## config.mk

```make
export PLATFORM = sky130hd
export DESIGN_NAME = dsp_reset_and_clock_divider
export DESIGN_NICKNAME = d
export VERILOG_FILES = /design/src/pkg/drcd_pkg.sv /design/src/verilog/drcd_sync2.sv /design/src/verilog/dsp_reset_and_clock_divider.sv
export SDC_FILE = /design/constraint.sdc
export NUM_CORES = 1
export LEC_CHECK = 0
export ABC_CLOCK_PERIOD_IN_PS = 1500
export BUFFER_PORTS_ARGS = -buffer_cell sky130_fd_sc_hd__buf_2
export CORE_MARGIN = 1
export CORE_UTILIZATION = 30
export DETAILED_ROUTE_END_ITERATION = 8
export SLEW_MARGIN = 10
export SYNTH_ARGS = -nofsm -noshare
export SYNTH_HDL_FRONTEND = slang
export SYNTH_SLANG_ARGS = --single-unit
```

## constraint.sdc

```tcl
create_clock -name clk_i -period 1.5 [get_ports clk_i]
set_input_delay 0.3 -clock clk_i [delete_from_list [all_inputs] [get_ports clk_i]]
set_output_delay 0.3 -clock clk_i [all_outputs]
set_load 0.02 [all_outputs]
```

## src/pkg/drcd_pkg.sv

```systemverilog
package drcd_pkg;

  // ==========================================================================
  // widths and timing
  localparam int          DATA_W       = 16;
  localparam int          ADDR_W       = 16;
  localparam int          DIV_W        = 2;
  localparam logic [1:0]  DIV_LAST     = 2'h3;     // divide by four
  localparam logic [1:0]  DIV_RESET    = 2'h0;
  localparam int          CNT_W        = 3;
  localparam logic [2:0]  INIT_MIN_CYC = 3'h5;     // system cycles to qualify
  localparam logic [2:0]  PC_CLR_CYC   = 3'h1;     // one full cycle after edge
  localparam logic [2:0]  CNT_RESET    = 3'h0;

  // ==========================================================================
  // register map (word aligned byte addresses)
  localparam logic [3:0]  REG_CTRL     = 4'h0;
  localparam logic [3:0]  REG_STATUS   = 4'h4;
  localparam logic [3:0]  REG_PC       = 4'h8;
  localparam int          CTRL_INT_EN  = 0;
  localparam int          CTRL_OVF     = 1;
  localparam int          STS_IRQ      = 0;
  localparam int          STS_INIT     = 1;
  localparam int          STS_QUAL     = 2;
  localparam int          STS_IRQ_LVL  = 3;
  localparam logic [15:0] ADDR_RESET   = 16'h0000;

  // ==========================================================================
  // carriers
  typedef struct packed {
    logic io_input_strobe_n;
    logic io_write_strobe_n;
    logic table_write_strobe_n;
    logic program_fetch_strobe_n;
  } drcd_strobes_t;

  typedef struct packed {
    logic              cyc;
    logic              stb;
    logic              we;
    logic [3:0]        sel;
    logic [3:0]        adr;
    logic [31:0]       dat;
  } drcd_wb_req_t;

  typedef enum logic [1:0] {
    DRCD_RUN   = 2'b00,
    DRCD_INIT  = 2'b01,
    DRCD_QUAL  = 2'b10
  } drcd_state_t;

endpackage

```

## src/verilog/drcd_sync2.sv

```systemverilog
`timescale 1ns/1ns
// ============================================================================
// two flip-flop synchroniser
module drcd_sync2 #(
  parameter int          W     = 1,
  parameter logic [15:0] RVAL  = 16'hffff
) (
  input  wire logic         clk_i,  // undivided input clock
  input  wire logic         rst_i,  // synchronous reset
  input  wire logic [W-1:0] d_i,    // asynchronous input
  output logic      [W-1:0] q_o     // synchronised output
);
  logic [W-1:0] meta_ff;
  logic [W-1:0] sync_ff;

  always_ff @(posedge clk_i) begin
    if (rst_i) begin
      meta_ff <= RVAL[W-1:0];
      sync_ff <= RVAL[W-1:0];
    end else begin
      meta_ff <= d_i;
      sync_ff <= meta_ff;
    end
  end

  assign q_o = sync_ff;
endmodule // drcd_sync2

```

## src/verilog/dsp_reset_and_clock_divider.sv

```systemverilog
`timescale 1ns/1ns
module dsp_reset_and_clock_divider
  import drcd_pkg::*;
(
  input  wire logic                   clk_i,                 // crystal or external clock
  input  wire logic                   rst_i,                 // synchronous reset
  input  wire logic                   init_request_n_i,      // initialization pin
  input  wire logic                   int_n_i,               // external interrupt pin
  input  wire logic                   int_grant_i,           // core grants interrupt
  input  wire drcd_pkg::drcd_strobes_t core_strobes_i,       // strobes from core
  input  wire logic                   core_pc_we_i,          // core loads pc
  input  wire logic [ADDR_W-1:0]      core_pc_i,             // next pc from core
  input  wire logic [DATA_W-1:0]      core_wr_data_i,        // core write data
  input  wire logic                   core_wr_oe_i,          // core drives data bus
  input  wire logic [DATA_W-1:0]      data_i,                // data bus pin in
  output logic [DATA_W-1:0]           data_o,                // data bus pin out
  output logic                        data_oe_o,             // data bus enable
  output logic [DATA_W-1:0]           core_rd_data_o,        // synchronised bus data
  output logic [ADDR_W-1:0]           addr_o,                // address bus
  output drcd_pkg::drcd_strobes_t     strobes_o,             // bus strobes, low active
  output logic                        system_clock_output_o, // divided clock
  output logic                        sys_ce_o,              // one pulse per system cycle
  output logic                        init_active_o,         // core held in reset
  output logic                        int_pending_o,         // enabled interrupt request
  output logic                        ovf_mode_o,            // overflow mode to core
  input  wire logic                   wb_cyc_i,              // wishbone cycle
  input  wire logic                   wb_stb_i,              // wishbone strobe
  input  wire logic                   wb_we_i,               // wishbone write
  input  wire logic [3:0]             wb_sel_i,              // wishbone byte select
  input  wire logic [3:0]             wb_adr_i,              // wishbone byte address
  input  wire logic [31:0]            wb_dat_i,              // wishbone write data
  output logic [31:0]                 wb_dat_o,              // wishbone read data
  output logic                        wb_ack_o               // wishbone ack
);
  import drcd_pkg::*;

  // ==========================================================================
  // synchronisers
  logic                init_sync_n;
  logic                int_sync_n;
  logic [DATA_W-1:0]   data_sync;

  drcd_sync2 #(.W(2), .RVAL(16'hffff)) u_pin_sync (
    .clk_i (clk_i),
    .rst_i (rst_i),
    .d_i   ({init_request_n_i, int_n_i}),
    .q_o   ({init_sync_n, int_sync_n})
  );

  drcd_sync2 #(.W(DATA_W), .RVAL(16'h0000)) u_data_sync (
    .clk_i (clk_i),
    .rst_i (rst_i),
    .d_i   (data_i),
    .q_o   (data_sync)
  );

  // ==========================================================================
  // clock divider
  logic [DIV_W-1:0] div_ff;
  logic             sysclk_ff;
  wire              sys_ce  = (div_ff == DIV_LAST);
  wire  [DIV_W-1:0] nxt_div = div_ff + 2'h1;

  always_ff @(posedge clk_i) begin
    if (rst_i) begin
      div_ff    <= DIV_RESET;
      sysclk_ff <= 1'b1;
    end else begin
      div_ff    <= nxt_div;
      sysclk_ff <= ~nxt_div[DIV_W-1];
    end
  end

  // ==========================================================================
  // initialization sequencer
  drcd_state_t    state_ff;
  drcd_state_t    nxt_state;
  logic [CNT_W-1:0] cnt_ff;
  logic           int_prev_ff;
  wire            init_active = ~init_sync_n;
  wire            cnt_sat     = (cnt_ff == INIT_MIN_CYC);
  wire            pc_clear    = init_active & sys_ce & (cnt_ff == PC_CLR_CYC);
  wire [CNT_W-1:0] nxt_cnt    = !init_active ? CNT_RESET :
                                (sys_ce && !cnt_sat) ? cnt_ff + 3'h1 : cnt_ff;

  always_comb begin
    nxt_state = state_ff;
    case (state_ff)
      DRCD_RUN:  if (init_active) nxt_state = DRCD_INIT;
      DRCD_INIT: begin
        if (!init_active) nxt_state = DRCD_RUN;
        else if (cnt_sat) nxt_state = DRCD_QUAL;
      end
      DRCD_QUAL: if (!init_active) nxt_state = DRCD_RUN;
      default:   nxt_state = DRCD_RUN;
    endcase
  end

  always_ff @(posedge clk_i) begin
    if (rst_i) begin
      state_ff <= DRCD_RUN;
      cnt_ff   <= CNT_RESET;
    end else begin
      state_ff <= nxt_state;
      cnt_ff   <= nxt_cnt;
    end
  end

  // ==========================================================================
  // register bus
  wire        wb_req   = wb_cyc_i & wb_stb_i & ~wb_ack_o;
  // write lands on the edge that sees ack high
  wire        wb_wr    = wb_cyc_i & wb_stb_i & wb_ack_o & wb_we_i & wb_sel_i[0];
  wire        sel_ctrl = (wb_adr_i == REG_CTRL);
  wire        sel_sts  = (wb_adr_i == REG_STATUS);
  wire        sel_pc   = (wb_adr_i == REG_PC);
  wire        ctrl_wr  = wb_wr & sel_ctrl;
  wire        sts_wr   = wb_wr & sel_sts;

  // ==========================================================================
  // control, interrupt and pc state
  logic              int_en_ff;
  logic              ovf_ff;
  logic              irq_flag_latch_ff;
  logic [ADDR_W-1:0] pc_ff;
  wire               int_fall  = int_prev_ff & ~int_sync_n;
  wire               irq_clr   = int_grant_i | (sts_wr & wb_dat_i[STS_IRQ]);
  wire               nxt_irq   = init_active ? 1'b0 :
                                 int_fall ? 1'b1 :
                                 irq_clr ? 1'b0 : irq_flag_latch_ff;

  always_ff @(posedge clk_i) begin
    if (rst_i) begin
      int_en_ff         <= 1'b0;
      ovf_ff            <= 1'b0;
      irq_flag_latch_ff <= 1'b0;
      int_prev_ff       <= 1'b1;
      pc_ff             <= ADDR_RESET;
    end else begin
      int_prev_ff       <= int_sync_n;
      irq_flag_latch_ff <= nxt_irq;
      if (init_active) begin
        int_en_ff <= 1'b0;
      end else if (ctrl_wr) begin
        int_en_ff <= wb_dat_i[CTRL_INT_EN];
      end
      if (ctrl_wr) begin
        ovf_ff <= wb_dat_i[CTRL_OVF];
      end
      if (pc_clear) begin
        pc_ff <= ADDR_RESET;
      end else if (core_pc_we_i && !init_active) begin
        pc_ff <= core_pc_i;
      end
    end
  end

  // ==========================================================================
  // bus pins
  logic [DATA_W-1:0] data_ff;
  logic              data_oe_ff;
  drcd_strobes_t     strobes_ff;

  always_ff @(posedge clk_i) begin
    if (rst_i) begin
      data_ff    <= '0;
      data_oe_ff <= 1'b0;
      strobes_ff <= '1;
    end else begin
      data_ff    <= core_wr_data_i;
      data_oe_ff <= core_wr_oe_i & ~init_active;
      strobes_ff <= init_active ? drcd_strobes_t'('1) : core_strobes_i;
    end
  end

  // ==========================================================================
  // wishbone read path
  logic [31:0] rdat_ff;
  logic        ack_ff;
  wire  [31:0] ctrl_rd = {30'h0, ovf_ff, int_en_ff};
  wire  [31:0] sts_rd  = {28'h0, ~int_sync_n, state_ff == DRCD_QUAL, init_active, irq_flag_latch_ff};
  wire  [31:0] pc_rd   = {16'h0, pc_ff};
  wire  [31:0] rd_mux  = sel_ctrl ? ctrl_rd : sel_sts ? sts_rd : sel_pc ? pc_rd : 32'h0;

  always_ff @(posedge clk_i) begin
    if (rst_i) begin
      ack_ff  <= 1'b0;
      rdat_ff <= 32'h0;
    end else begin
      ack_ff  <= wb_req;
      rdat_ff <= wb_req ? rd_mux : 32'h0;
    end
  end

  assign wb_ack_o              = ack_ff;
  assign wb_dat_o              = rdat_ff;
  assign data_o                = data_ff;
  assign data_oe_o             = data_oe_ff;
  assign core_rd_data_o        = data_sync;
  assign addr_o                = pc_ff;
  assign strobes_o             = strobes_ff;
  assign system_clock_output_o = sysclk_ff;
  assign sys_ce_o              = sys_ce;
  assign init_active_o         = init_active;
  assign int_pending_o         = int_en_ff & (irq_flag_latch_ff | ~int_sync_n);
  assign ovf_mode_o            = ovf_ff;
endmodule // dsp_reset_and_clock_divider
```

# Word-level counts from Yosys, hierarchy flattened
# Index checks and enable logic that the tools add are counted.
dict set report totals {
  input_bits 102
  wordCells 81
  register_bits 118
}
dict set report classes {
  addsub 2
  bitwise 21
  eq_ne 10
  reduce_logical 14
  muxes 10
}
# cell n
set ops {}
lappend ops {{bitwise AND 1 bit} 13}
lappend ops {{2-to-1 mux 2 bit} 5}
lappend ops {{2-to-1 mux 4 bit} 2}
lappend ops {{OR reduction 2 bit} 4}
lappend ops {{inverter 1 bit} 6}
lappend ops {{case mux 2 bit (3 select lines)} 1}
lappend ops {{OR reduction 5 bit} 1}
lappend ops {{== test 2 bit (second input constant)} 2}
lappend ops {{== test 4 x 3 -> 1 bit (second input constant)} 1}
lappend ops {{== test 4 bit (second input constant)} 1}
lappend ops {{logical NOT 4 bit} 1}
lappend ops {{OR reduction 4 bit} 1}
lappend ops {{adder 3 x 1 -> 3 bit (second input constant)} 1}
lappend ops {{== test 3 x 1 -> 1 bit (second input constant)} 1}
lappend ops {{== test 3 bit (second input constant)} 1}
lappend ops {{!= test 3 x 2 -> 1 bit (second input constant)} 1}
lappend ops {{AND reduction 3 bit} 1}
lappend ops {{OR reduction 3 bit} 1}
lappend ops {{adder 2 x 1 -> 2 bit (second input constant)} 1}
lappend ops {{== test 2 x 1 -> 1 bit (second input constant)} 1}
lappend ops {{logical AND 1 bit} 2}
lappend ops {{logical NOT 2 bit} 1}
lappend ops {{2-to-1 mux 1 bit} 2}
lappend ops {{!= test 2 x 1 -> 1 bit (second input constant)} 1}
lappend ops {{other kinds (4)} 5}

# Longest topological paths before layout
dict set report depth {
  ltp_word 9
  mapped_depth 6
  ltp_nobuf 5
}

# Cells and area by module
# From an unflattened synthesis, not the netlist that was laid out.
dict set report unflattened {
  hier_cells 313
  area_unflattened_um2 3286.9
}
# mod cells_each area_each_um2 seq_area_each_um2 instances
set by_module_without_submodules {}
lappend by_module_without_submodules {dsp_reset_and_clock_divider 238 2318.5 1321.3 1}
lappend by_module_without_submodules {{drcd_sync2 (u_data_sync)} 67 863.3 640.6 1}
lappend by_module_without_submodules {{drcd_sync2 (u_pin_sync)} 8 105.1 80.1 1}

# Worst setup path before layout
# No wires, ideal clock.
dict set report synth_path {
  path_type {register to register}
  startpoint {register div_ff[0]}
  endpoint {register pc_ff[10] (netlist: addr_o[10])}
  path_stages_with_launch 5
  required_time_ns 1.368
  setup_ns 0.132
  t_arrival_ns 1.274
  slack_ns 0.093
  path_cell_list {dfxtp_1 > ha_1 > a41o_1 > clkbuf_1 > a21oi_1}
}
dict set report synth_via {
  elab_chain_len 4
}
# element line
set synth_lines {}
lappend synth_lines {{start, declared} dsp_reset_and_clock_divider.sv:59} ;# logic [DIV_W-1:0] div_ff;
lappend synth_lines {{start signal, assigned} dsp_reset_and_clock_divider.sv:69} ;# div_ff <= nxt_div;
lappend synth_lines {{== test 2 bit} dsp_reset_and_clock_divider.sv:61} ;# wire sys_ce = (div_ff == DIV_LAST);
lappend synth_lines {{named net sys_ce_o} dsp_reset_and_clock_divider.sv:22} ;# output logic sys_ce_o,
lappend synth_lines {{bitwise AND 1 bit (2 in series)} dsp_reset_and_clock_divider.sv:82} ;# wire pc_clear = init_active & sys_ce & (cnt_ff == PC_CLR_CYC);
lappend synth_lines {{OR reduction 2 bit (no line)} -}
lappend synth_lines {{end signal, assigned} dsp_reset_and_clock_divider.sv:153} ;# pc_ff <= core_pc_i;
lappend synth_lines {{end, declared} dsp_reset_and_clock_divider.sv:125} ;# logic [ADDR_W-1:0] pc_ff;
# The timed path passes the listed nets, and every way through them passes these cells.
# A chain may end at the register's enable or synchronous reset.

# Worst setup path after layout
dict set report layout_path {
  startpoint {register div_ff[0]}
  endpoint {output port sys_ce_o}
}
dict set report layout_via {
  elab_chain_len 1
}
# element line
set layout_lines {}
lappend layout_lines {{== test 2 bit} dsp_reset_and_clock_divider.sv:61}
lappend layout_lines {{end, declared} dsp_reset_and_clock_divider.sv:22}
# No other way between the ends.

==> metrics.txt <==
Total Negative Setup Slacks 0 ns; Avg Synthesized Cell Area 10.4 um2; pre-CTS setup slack -0.00631 ns; VDD IR-drop max just under 0.0004 V; top cell type's share of synthesized area 0.623; worst hold path cell count 2; length of the first detailed-routing pass in iterations 3; kind of path behind the tightest hold check in -> reg; FF-to-FF path depth 5; TritonCTS Buffers 9; gate count of the mapped netlist about 310; count leader, synth dfxtp_1; die outline area approximately 11000 um2; cells traversed along the worst timing path ha_2 > buf_2; Chip Height around 110 um; TritonCTS sink count 102; antenna-violating nets left 0; half-perimeter wire length after detailed placement just over 5 mm; endpoint of the worst hold-timing path strobes_o[1]; startpoint of the lowest-slack hold path core_strobes_i[1]; H-tree lvl count 3; worst slew margin relative to its limit 0.633; Post-synth ARST share 0; CTS Hold Buffers Added 0; port bufs between 100 and 150; register-to-register setup slack between 0.1 and 0.15 ns; max-slew violations 0; leading post-synthesis cells by instance count dfxtp_1, nor2b_1, nand2_1; final net count approximately 560; CP max stage cell dfxtp_1; total number of yosys warnings 0; Achievable Freq approximately 710 MHz; critical path data required time ~1.2 ns; number of global-route vias before repair between 2000 and 2500; cell taking the most area after synthesis dfxtp_1; vias after detailed routing 2469; run status finished, final reports clean; delay contributed by the slowest stage of the critical path 0.35 ns; global router's overall resource usage 0.122; largest net degree at the start of global routing 65; Ports 193; type of element capturing the critical path output port; CTS tree done; Maximum Capacitance Violations 0; horizontal die dimension 107 um; ANT cells 0; routed length per instance roughly 12 um; final WL approximately 7 mm; fin worst setup slack between 0.08 and 0.09 ns; register clock-pin slew on the reported worst setup and hold paths roughly 0.090 ns; Core Rows 37; wire length of the first global-routing pass 10.8 mm; root buffer selected by CTS clkbuf_8; prevailing post-synth register cell dfxtp_1; number of distinct library cell variants in the gate-level netlist after synthesis 36; setup violators final 0; residual DRC count 0; detail-routed via count per cell 4.12; starting density of the core 0.313; share of the yosys chip area belonging to registers 0.623; share of layout cells above drive strength 1 0.389; clock latency reported for the late side of the worst-skew pair 0.36 ns; slew at the pin with the worst max-slew slack about 0.55 ns; Synth-to-Final Area Change 31.6%; final worst path period share 0.942; cell types occupying the most area after synthesis dfxtp_1, nor2b_1, nand2_1; ratio of total power to cell area ~1200 nW/um2; endpoint of the worst-slack reg-to-reg timing path cnt_ff[1]; arrival time reported for the critical path endpoint 1.11 ns; critical path type reg -> out; FF+latch count, synth between 100 and 150; GR Overflow Total 0; gpl congestion 0.786; post-synthesis cell area 3280 um2; critical-path maximum fanout 5; clock buffer depth 2; final clock skew 0.0112 ns; startpoint of the worst register-to-register path cnt_ff[1]; core area 10500 um2; startpoint kind of the worst setup timing path flop; leak pwr 2.05 nW; Post-synth EDFFs 0; Setup Fix Bufs, Post-CTS 0; Hold Vio Cnt, Final 0; First DRT Iteration DRCs between 100 and 150; initial antenna violation count 0; min cycle time layout approximately 1.4 ns
==> layout by cell type, fill, tap and decap left out, types with 3 or more instances in the layout <==
cell type,n
buf_2,143
dfxtp_1,100
nor2b_1,49
nand2_1,38
a21oi_1,20
conb_1,16
and2_1,14
clkbuf_8,9
nand2b_1,8
inv_1,7
nor2_1,7
or2_2,5
buf_4,4
mux2i_1,3
==> worst max-delay path: cells and delay by family, from the launching register on <==
family | cells | cell delay [ns]
flip-flops | 1 | 0.35
buffers and inverters | 1 | 0.18
adder cells (fa/ha/maj) | 1 | 0.23
==> registers in the layout, indices dropped and copies added (netlist names), 2 cells and up <==
name                 count
u_data_sync.q_o         16
state_ff                 2
strobes_o                4
u_pin_sync.meta_ff       2
cnt_ff                   3
addr_o                  16
u_data_sync.meta_ff     16
u_pin_sync.q_o           2
wb_dat_o                16
data_o                  16
div_ff                   2
==> worst max path at each step <==
stage / slack, ns / depth (start not counted) / from / to
global route: -0.004 / 5 / cnt_ff[1] / cnt_ff[1]
global placement: 0.02 / 4 / wb_adr_i[3] / ovf_mode_o
CTS: 0.02 / 2 / div_ff[0] / sys_ce_o
detailed placement: -0.006 / 4 / rst_i / addr_o[4]
floorplan: 0.09 / 4 / div_ff[0] / addr_o[10]
finish: 0.09 / 2 / div_ff[0] / sys_ce_o
==> layout make-up <==
| class | count | area, um2 |
|---|---|---|
| repair buffers | 148 | 766 |
| flip-flops and latches | 102 | 2040 |
| clock inverters | 7 | 80.1 |
| well taps | 136 | 170 |
| inverters | 7 | 26.3 |
| multi-input cells | 190 | 1110 |
| clock buffers | 9 | 124 |
| fillers | 1069 | 6150 |
==> through the flow <==
step                instance area, um2  instances  hold slack [ns]  power, mW  utilization
finish                            4320        599            0.119       5.12        0.413
global route                      4320        599           0.0981       5.37        0.413
CTS                               4300        599            0.101       5.21        0.411
floorplan                         3340        329            0.389       3.24            -
detailed placement                4100        583            0.392       3.43        0.392
global placement                  4100        583            0.398       3.42        0.392
==> power breakdown <==
group | internal, mW | switching [mW] | total (mW)
Sequential | 2.82 | 0.0427 | 2.86
Clock | 0.792 | 0.973 | 1.76
Combinational | 0.202 | 0.296 | 0.498
==> kinds of logic after synthesis <==
logic type / after synthesis / synth area share
muxes: 3 / 0.00916
AOI/OAI and AO/OA: 29 / 0.0519
buffers and inverters: 37 / 0.0614
DFF: 102 / 0.623
adders and majority gates: 3 / 0.0114
xor gates and xnor gates: 1 / 0.00267
other: 1 / 0.00114
and+or+nand+nor: 138 / 0.240
==> routing by layer <==
metal | part of all wire | global-route usage | routed length (um) | vias to the layer above
met5 | 0 | 0 | 0 | -
met4 | 0.018 | 0.0528 | 125 | 0
met3 | 0.066 | 0.0337 | 459 | 13
met1 | 0.43 | 0.144 | 2980 | 1119
met2 | 0.49 | 0.205 | 3400 | 86
li1 | - | - | - | 1251
==> what timing repair did <==
action | CTS | global route
hold endpoints to repair | 0 | 0
resized for setup | 1 | 6
endpoints found under the setup margin | 1 | 7
pin swaps | 0 | 1
No activity file was read; power rests on OpenSTA's default activity.
